`config.mk`:
```
export PLATFORM = sky130hd
export DESIGN_NAME = ipsp_top
export DESIGN_NICKNAME = d
export VERILOG_FILES = /design/src/rtl/ipsp_pkg.sv /design/src/rtl/ipsp_top.sv
export VERILOG_INCLUDE_DIRS = /design/src /design/src/rtl
export SDC_FILE = /design/constraint.sdc
export NUM_CORES = 1
export LEC_CHECK = 0
export ABC_AREA = 1
export BUFFER_PORTS_ARGS = -buffer_cell sky130_fd_sc_hd__buf_2
export CORE_ASPECT_RATIO = 0.8
export CORE_MARGIN = 3
export CORE_UTILIZATION = 40
export DETAILED_ROUTE_END_ITERATION = 8
export GPL_TIMING_DRIVEN = 0
export HOLD_SLACK_MARGIN = 0.12
export PLACE_DENSITY = 0.9
export SLEW_MARGIN = 30
export SYNTH_ARGS = -nofsm -noshare
export SYNTH_HDL_FRONTEND = slang
export SYNTH_SLANG_ARGS = --single-unit
```
`constraint.sdc`:
```
create_clock -name clk_i -period 2.1 [get_ports clk_i]
set_input_delay 0.21 -clock clk_i [delete_from_list [all_inputs] [get_ports clk_i]]
set_output_delay 0.21 -clock clk_i [all_outputs]
set_load 0.02 [all_outputs]
```
`src/rtl/ipsp_defs.svh`:
```
// Register indices, byte addresses, field positions and reset values of the input port block.
`ifndef IPSP_DEFS_SVH
`define IPSP_DEFS_SVH

`define IPSP_SPC_IDX 16'hFF91
`define IPSP_WIDE_IDX 16'hFFDE
`define IPSP_NARROW_IDX 16'hFFDF

`define IPSP_SPC_ADDR {`IPSP_SPC_IDX, 2'b00}
`define IPSP_WIDE_ADDR {`IPSP_WIDE_IDX, 2'b00}
`define IPSP_NARROW_ADDR {`IPSP_NARROW_IDX, 2'b00}

`define IPSP_RX_FIRST_INV_BIT 0
`define IPSP_TX_FIRST_INV_BIT 1
`define IPSP_RX_SECOND_INV_BIT 2
`define IPSP_TX_SECOND_INV_BIT 3
`define IPSP_FIRST_SEL_BIT 4
`define IPSP_SECOND_SEL_BIT 5

`define IPSP_SPC_RST 8'hC0
`define IPSP_SPC_RSVD 8'hC0
`define IPSP_SPC_WMASK 8'h3F
`define IPSP_NARROW_PAD 8'hF0

`define IPSP_WIDE_CH_BASE 4'h4
`define IPSP_NARROW_CH_BASE 4'hC

`endif

```
`src/rtl/ipsp_pkg.sv`:
```
// Types shared by the input port and serial pin inversion block.
package ipsp_pkg;

	typedef struct packed {
		logic [17:0] paddr;
		logic pwrite;
		logic [31:0] pwdata;
	} ipsp_apb_req_t;

	typedef struct packed {
		logic [1:0] rsvd;
		logic second_tx_pin_select;
		logic first_tx_pin_select;
		logic tx_second_invert;
		logic rx_second_invert;
		logic tx_first_invert;
		logic rx_first_invert;
	} ipsp_spc_t;

	typedef struct packed {
		logic out;
		logic oe;
	} ipsp_pin_drive_t;

endpackage

```
`src/rtl/ipsp_top.sv`:
```
// Input-only ports, serial pin control register and serial data inversion behind an APB slave.
`timescale 1ns/10ps
`include "ipsp_defs.svh"

module ipsp_top
	import ipsp_pkg::*;
#(
	parameter int WIDE_W = 8,
	parameter int NARROW_W = 4
) (
	input wire logic clk_i,
	input wire logic nrst_i,
	input wire logic psel_i,
	input wire logic penable_i,
	input wire ipsp_apb_req_t apb_req_i,
	output logic [31:0] prdata_o,
	output logic pready_o,
	output logic pslverr_o,
	input wire logic [WIDE_W-1:0] wide_port_pins_i,
	input wire logic [NARROW_W-1:0] narrow_port_pins_i,
	input wire logic [3:0] analog_channel_select_i,
	input wire logic first_receive_pin_i,
	input wire logic second_receive_pin_i,
	output logic rx_first_data_o,
	output logic rx_second_data_o,
	input wire logic tx_first_data_i,
	input wire logic tx_second_data_i,
	input wire ipsp_pin_drive_t gpio_first_drive_i,
	input wire ipsp_pin_drive_t gpio_second_drive_i,
	input wire logic first_shared_gpio_i,
	input wire logic second_shared_gpio_i,
	output logic first_shared_gpio_o,
	output logic first_shared_gpio_oe_o,
	output logic second_shared_gpio_o,
	output logic second_shared_gpio_oe_o,
	output logic gpio_first_in_o,
	output logic gpio_second_in_o,
	output ipsp_spc_t serial_pin_control_o
);

	generate
		if (WIDE_W < 1 || WIDE_W > 8) begin : g_wide_chk
			$error("WIDE_W must lie between 1 and 8.");
		end
		if (NARROW_W < 1 || NARROW_W > 4) begin : g_narrow_chk
			$error("NARROW_W must lie between 1 and 4.");
		end
	endgenerate

	ipsp_spc_t ctrl_ff;
	logic [31:0] prdata_ff;
	logic [31:0] nxt_prdata;
	logic pready_ff;
	logic pslverr_ff;
	logic nxt_pslverr;
	logic gpio_first_in_ff;
	logic gpio_second_in_ff;
	logic [WIDE_W-1:0] wide_an_mask;
	logic [NARROW_W-1:0] narrow_an_mask;
	logic [7:0] wide_rd;
	logic [7:0] narrow_rd;
	logic setup;
	logic wr_done;
	logic hit_spc;
	logic hit_wide;
	logic hit_narrow;

	assign setup = psel_i & ~penable_i;
	assign hit_spc = apb_req_i.paddr == `IPSP_SPC_ADDR;
	assign hit_wide = apb_req_i.paddr == `IPSP_WIDE_ADDR;
	assign hit_narrow = apb_req_i.paddr == `IPSP_NARROW_ADDR;
	assign wr_done = psel_i & penable_i & pready_ff & apb_req_i.pwrite;

	// Channel codes from the base upward claim wide pins, then narrow pins.
	always_comb begin
		for (int k = 0; k < WIDE_W; k++) begin
			wide_an_mask[k] = analog_channel_select_i == (`IPSP_WIDE_CH_BASE + 4'(k));
		end
		for (int k = 0; k < NARROW_W; k++) begin
			narrow_an_mask[k] = analog_channel_select_i == (`IPSP_NARROW_CH_BASE + 4'(k));
		end
	end

	// Port reads sample the pins directly; there is no data latch behind them.
	always_comb begin
		wide_rd = 8'h00;
		wide_rd[WIDE_W-1:0] = wide_port_pins_i & ~wide_an_mask;
		narrow_rd = `IPSP_NARROW_PAD | 8'h0F;
		narrow_rd[NARROW_W-1:0] = narrow_port_pins_i & ~narrow_an_mask;
	end

	always_comb begin
		nxt_prdata = 32'h0000_0000;
		nxt_pslverr = 1'b0;
		if (hit_spc) begin
			nxt_prdata[7:0] = ctrl_ff | `IPSP_SPC_RSVD;
		end else if (hit_wide) begin
			nxt_prdata[7:0] = wide_rd;
		end else if (hit_narrow) begin
			nxt_prdata[7:0] = narrow_rd;
		end else begin
			nxt_pslverr = 1'b1;
		end
	end

	// Zero wait states: pready rises in the first access cycle of every transfer.
	always_ff @(posedge clk_i) begin
		if (!nrst_i) begin
			pready_ff <= 1'b0;
			pslverr_ff <= 1'b0;
			prdata_ff <= 32'h0000_0000;
		end else begin
			pready_ff <= setup;
			if (setup) begin
				pslverr_ff <= nxt_pslverr;
				prdata_ff <= apb_req_i.pwrite ? 32'h0000_0000 : nxt_prdata;
			end else begin
				pslverr_ff <= 1'b0;
			end
		end
	end

	// Only the control register takes writes; port data registers ignore them.
	always_ff @(posedge clk_i) begin
		if (!nrst_i) begin
			ctrl_ff <= ipsp_spc_t'(`IPSP_SPC_RST);
		end else if (wr_done && hit_spc) begin
			ctrl_ff <= ipsp_spc_t'((apb_req_i.pwdata[7:0] & `IPSP_SPC_WMASK) | `IPSP_SPC_RSVD);
		end
	end

	always_ff @(posedge clk_i) begin
		if (!nrst_i) begin
			gpio_first_in_ff <= 1'b0;
			gpio_second_in_ff <= 1'b0;
		end else begin
			gpio_first_in_ff <= first_shared_gpio_i;
			gpio_second_in_ff <= second_shared_gpio_i;
		end
	end

	// The serial data paths stay combinational so an inversion change acts at once.
	assign rx_first_data_o = first_receive_pin_i ^ ctrl_ff.rx_first_invert;
	assign rx_second_data_o = second_receive_pin_i ^ ctrl_ff.rx_second_invert;

	always_comb begin
		if (ctrl_ff.first_tx_pin_select) begin
			first_shared_gpio_o = tx_first_data_i ^ ctrl_ff.tx_first_invert;
			first_shared_gpio_oe_o = 1'b1;
		end else begin
			first_shared_gpio_o = gpio_first_drive_i.out;
			first_shared_gpio_oe_o = gpio_first_drive_i.oe;
		end
		if (ctrl_ff.second_tx_pin_select) begin
			second_shared_gpio_o = tx_second_data_i ^ ctrl_ff.tx_second_invert;
			second_shared_gpio_oe_o = 1'b1;
		end else begin
			second_shared_gpio_o = gpio_second_drive_i.out;
			second_shared_gpio_oe_o = gpio_second_drive_i.oe;
		end
	end

	assign prdata_o = prdata_ff;
	assign pready_o = pready_ff;
	assign pslverr_o = pslverr_ff;
	assign gpio_first_in_o = gpio_first_in_ff;
	assign gpio_second_in_o = gpio_second_in_ff;
	assign serial_pin_control_o = ctrl_ff;

	logic rd_wide_acc;
	logic rd_narrow_acc;
	logic rd_spc_acc;
	logic wr_spc_acc;
	logic wr_other_acc;

	assign rd_wide_acc = pready_o && psel_i && penable_i && !apb_req_i.pwrite && hit_wide;
	assign rd_narrow_acc = pready_o && psel_i && penable_i && !apb_req_i.pwrite && hit_narrow;
	assign rd_spc_acc = pready_o && psel_i && penable_i && !apb_req_i.pwrite && hit_spc;
	assign wr_spc_acc = pready_o && psel_i && penable_i && apb_req_i.pwrite && hit_spc;
	assign wr_other_acc = pready_o && psel_i && penable_i && apb_req_i.pwrite && !hit_spc;
endmodule

```
# == Yosys cells after proc, flatten, opt, wreduce, memory -nomap -nowiden ==
# Index checks and enable logic that the tools add are counted.
# classes
n_reduce_logical,2
bitwise_logic,15
mux,9
n_eq_ne,15
# op_table
operator,count
$eq A18 B18 Y1 const B,3
$eq A4 B4 Y1 const B,8
$mux W8,4
$eq A4 B3 Y1 const B,4
$and A8 B8 Y8,1
$not A8 Y8,1
$mux W1,5
$and A1 B1 Y1,4
$and A4 B4 Y4,1
$not A4 Y4,1
$reduce_or A4 Y1,1
$xor A1 B1 Y1,4
$not A1 Y1,3
$logic_and A1 B1 Y1,1
# totals
input_bits,81
register_bits,42

# == Logic depth before layout (Yosys ltp) ==
# depth
depth_word,7
ltp_mapped,9
mapped_depth_nobuf,9

# == Worst setup path before layout ==
# OpenSTA, ideal clock, no wires.
# synth_timing
path_type,register to output
start,register ctrl_ff (netlist bit serial_pin_control_o[4])
end,output port first_shared_gpio_o
path_slack_ns,0.844
path_stages_with_launch,3
t_required_ns,1.890
n_path_buf,0
t_arrival_ns,1.046
cell_sequence,dfxtp_1 -> inv_1 -> o21ai_0
# synth_between
elab_chain_len,1
# synth_lines
element,line,text
from (decl),ipsp_top.sv:50,ipsp_spc_t ctrl_ff;
from (signal assigned),ipsp_top.sv:126,ctrl_ff <= ipsp_spc_t'(`IPSP_SPC_RST);
from (signal assigned),ipsp_top.sv:128,ctrl_ff <= ipsp_spc_t'((apb_req_i.pwdata[7:0] & `IPSP_SPC_WMASK) | `IPSP_SPC_RSVD);
$mux W1,ipsp_top.sv:147,if (ctrl_ff.first_tx_pin_select) begin
to (decl),ipsp_top.sv:32,"output logic first_shared_gpio_o,"
# Every way passes these cells.

# == Worst setup path after layout ==
# layout_timing
start,register ctrl_ff (netlist bit serial_pin_control_o[5])
end,output port second_shared_gpio_o
# layout_between
elab_chain_len,1
# layout_lines
element,line,text
$mux W1,ipsp_top.sv:154,if (ctrl_ff.second_tx_pin_select) begin
to (decl),ipsp_top.sv:34,"output logic second_shared_gpio_o,"
# Every way passes these cells.

==> flow_summary_export.csv <==
group,metric,value,unit
worst_setup_path,timing.reg2reg.setup_slack,1.08,ns
floorplan,initial_core_util,0.445,
sta,max-slew-margin-rel,0.660,
clock_network,cts_setup_buffers,0,
worst_setup_path,slowest_stage,"dfxtp_1",
sta,hold-worst-slack,0.143,ns
yosys,ys_seq_area_frac,0.246,
clock_network,clk_path_buf_depth,2,
grt,grt_pass1_wl,5780,um
floorplan,die_area,4420,um2
yosys,synth_area,1460,um2
routing,met2WireLength,1840,um
grt,antenna_found_initial,0,
pwr,power.total,0.805,mW
sta,finalSetupViolCount,0,
floorplan,die_w,73.6,um
grt,grt_overflow,0,
floorplan,row_count,18,
grt,grt_max_degree,11,
worst_setup_path,worst_setup_path_start_kind,"flop",
worst_setup_path,worstPathMaxFanout,4,
yosys,ys_top_cells_by_area,"dfxtp_1 (25%), buf_4 (13%), nand2_1 (12%)",
worst_setup_path,arrival,1.02,ns
clock_network,cts_buffers,3,
sta,min_period,1.23,ns
yosys,syn_avg_cell_area,6.50,um2
pwr,powerDensity,397,nW/um2
placement,dp.final_hpwl,3340,um
worst_setup_path,cp.required,1.89,ns
outcome,status,"complete, no violations",
sta,final_hold_viol_count,0,
pwr,ir_drop,281,uV
clock_network,cts-root-buf,"clkbuf_8",
worst_setup_path,critPathKind,"reg -> out",
pwr,leakage,1.20,nW
worst_hold_path,hold_path_class,"in -> reg",
final_layout,fin_area,2030,um2
worst_setup_path,end_kind,"output pin",
floorplan,core,3290,um2
worst_setup_path,worstPathCellList,"inv_1 > o21ai_0 > buf_2",
worst_setup_path,critPathMaxStageDelay,0.35,ns
clock_network,cts_tree,"yes",
final_layout,n_fill_cell,320,
clock_network,htree_levels,1,
sta,max_freq,815,MHz
floorplan,ioPinCount,131,
yosys,syn_inst,225,
routing,drtIter0Drc,75,
routing,wirelength,3830,um
yosys,post-synth-top-area-cell,"dfxtp_1",
clock_network,clkLatencyLatePin,0.25,ns
placement,gp_congestion,0.863,
grt,grt_pass1_vias,1391,
final_layout,synthToLayoutAreaGrowth,38.8,%
routing,first_pass_iters,4,
final_layout,diodes,0,
sta,fin_skew,0.000762,ns
clock_network,clk_pin_slew_worst_paths,0.06,ns
routing,top_layer,"met4",
yosys,synthDistinctLibCells,28,
placement,dpl.cell_count,366,
routing,ant_nets,0,
final_layout,final_nets,412,
routing,routedLengthMet1,1600,um
routing,num_vias,1611,
grt,grt_usage,0.167,
final_layout,drive_above_1_share,0.392,
routing,post_drt_wl_per_cell,10.4,um
clock_network,hold_buffers,0,
floorplan,fp.dieH,60.1,um
yosys,yosysWarnings,0,
placement,placed_area,1990,um2
sta,tightestPinTransition,0.508,ns
sta,slew_violations,0,
sta,post-route-period-util,0.584,
yosys,netlist.area_leader.share,0.246,
sta,fin_tns_setup,0,ns
placement,portBuffers,77,
routing,dr_wl_met3,382,um
routing,avgViaCountPerCell,4.37,
clock_network,cts_sinks,18,
yosys,synth.ff_latch_count,18,
flow_run,maxCapViolCount,0,
sta,rsz0062_at_grt,"no",
final_layout,fin_cells,369,
routing,drcViolationCount,0,
clock_network,ctsResizeCount,0,
## path summary, 6_finish.rpt
path | startpoint | endpoint | depth (start not counted)
setup / recovery | serial_pin_control_o[5] | second_shared_gpio_o | 3
hold / removal | first_shared_gpio_i | gpio_first_in_o | 3
setup reg to reg | pready_o | serial_pin_control_o[2] | 5
hold reg to reg | prdata_o[5] | prdata_o[5] | 2
## cell usage after synthesis
master / number
nand2_1: 45
inv_1: 31
buf_4: 26
nand3_1: 26
dfxtp_1: 18
nor2_1: 15
a21oi_1: 14
a21boi_0: 7
nor2_2: 5
o21ai_0: 5
o21ai_1: 5
nand3_2: 4
nor2_4: 3
conb_1: 2
inv_2: 2
nand4_1: 2
or2_2: 2
xnor2_1: 2
xor2_1: 2
buf_6: 1
clkbuf_2: 1
clkbuf_4: 1
nand2_2: 1
nand2_4: 1
nand3b_4: 1
nor3_1: 1
o21a_1: 1
o21ai_2: 1
## sequential cells by signal, summed over array words and instances, names as in the netlist
signal and flops:
prdata_o 8, gpio_second_in_o 1, pready_o 1, gpio_first_in_o 1
serial_pin_control_o 6, pslverr_o 1
## kinds of logic (layout without fill, tap and decap cells)
logic type,count (synthesis),in the layout,synth area share
buffers and inverters,62,142,0.234
AOI/OAI and AO/OA,33,33,0.129
xor gates and xnor gates,4,4,0.0240
other,2,26,0.00513
DFF,18,18,0.246
and+or+nand+nor,106,106,0.361
## placed cells by master (no fill, tap or decap)
| master | count |
|---|---|
| buf_2 | 77 |
| nand2_1 | 45 |
| inv_1 | 31 |
| nand3_1 | 26 |
| buf_4 | 26 |
| conb_1 | 26 |
| dfxtp_1 | 18 |
| nor2_1 | 15 |
| a21oi_1 | 14 |
| a21boi_0 | 7 |
| o21ai_0 | 5 |
| nor2_2 | 5 |
| o21ai_1 | 5 |
| nand3_2 | 4 |
| nor2_4 | 3 |
| clkbuf_8 | 3 |
| xor2_1 | 2 |
| or2_2 | 2 |
| xnor2_1 | 2 |
| nand4_1 | 2 |
| inv_2 | 2 |
| nand3b_4 | 1 |
| buf_6 | 1 |
| clkbuf_2 | 1 |
| o21ai_2 | 1 |
| nand2_2 | 1 |
| nand2_4 | 1 |
| clkbuf_4 | 1 |
| o21a_1 | 1 |
| nor3_1 | 1 |
## critical path: cells and delay by family, from the launching register on
kind	cells	cell delay [ns]
AOI/OAI and AO/OA	1	0.15
DFF	1	0.35
buffers and inverters	2	0.27
## power by group
part	total (mW)	internal, mW	leakage [nW]	switching [mW]
Combinational	0.227	0.0986	1.04	0.128
Sequential	0.346	0.345	0.146	0.000973
Clock	0.232	0.127	0.0216	0.105
## metal layers
| metal | vias up | track usage |
|---|---|---|
| met5 | - | 0 |
| met4 | 0 | 0.0155 |
| met3 | 2 | 0.0521 |
| met2 | 59 | 0.301 |
| met1 | 682 | 0.201 |
| li1 | 868 | - |
## through the flow
| stage | util | setup slack [ns] |
|---|---|---|
| after floorplan | - | 0.844 |
| after global placement | 0.605 | 0.794 |
| after detailed placement | 0.605 | 0.760 |
| after CTS | 0.617 | 0.861 |
| after global routing | 0.617 | 0.797 |
| final | 0.617 | 0.873 |
## layout make-up
type,count,area (um2),share of cell area
Multi-Input combinational cell,169,850,0.419
Timing Repair Buffer,77,385,0.190
Sequential cell,18,360,0.178
Buffer,29,219,0.108
Inverter,33,124,0.0610
Tap cell,40,50.0,0.0247
Clock buffer,3,41.3,0.0203
Power figures use the tool's default switching activity.
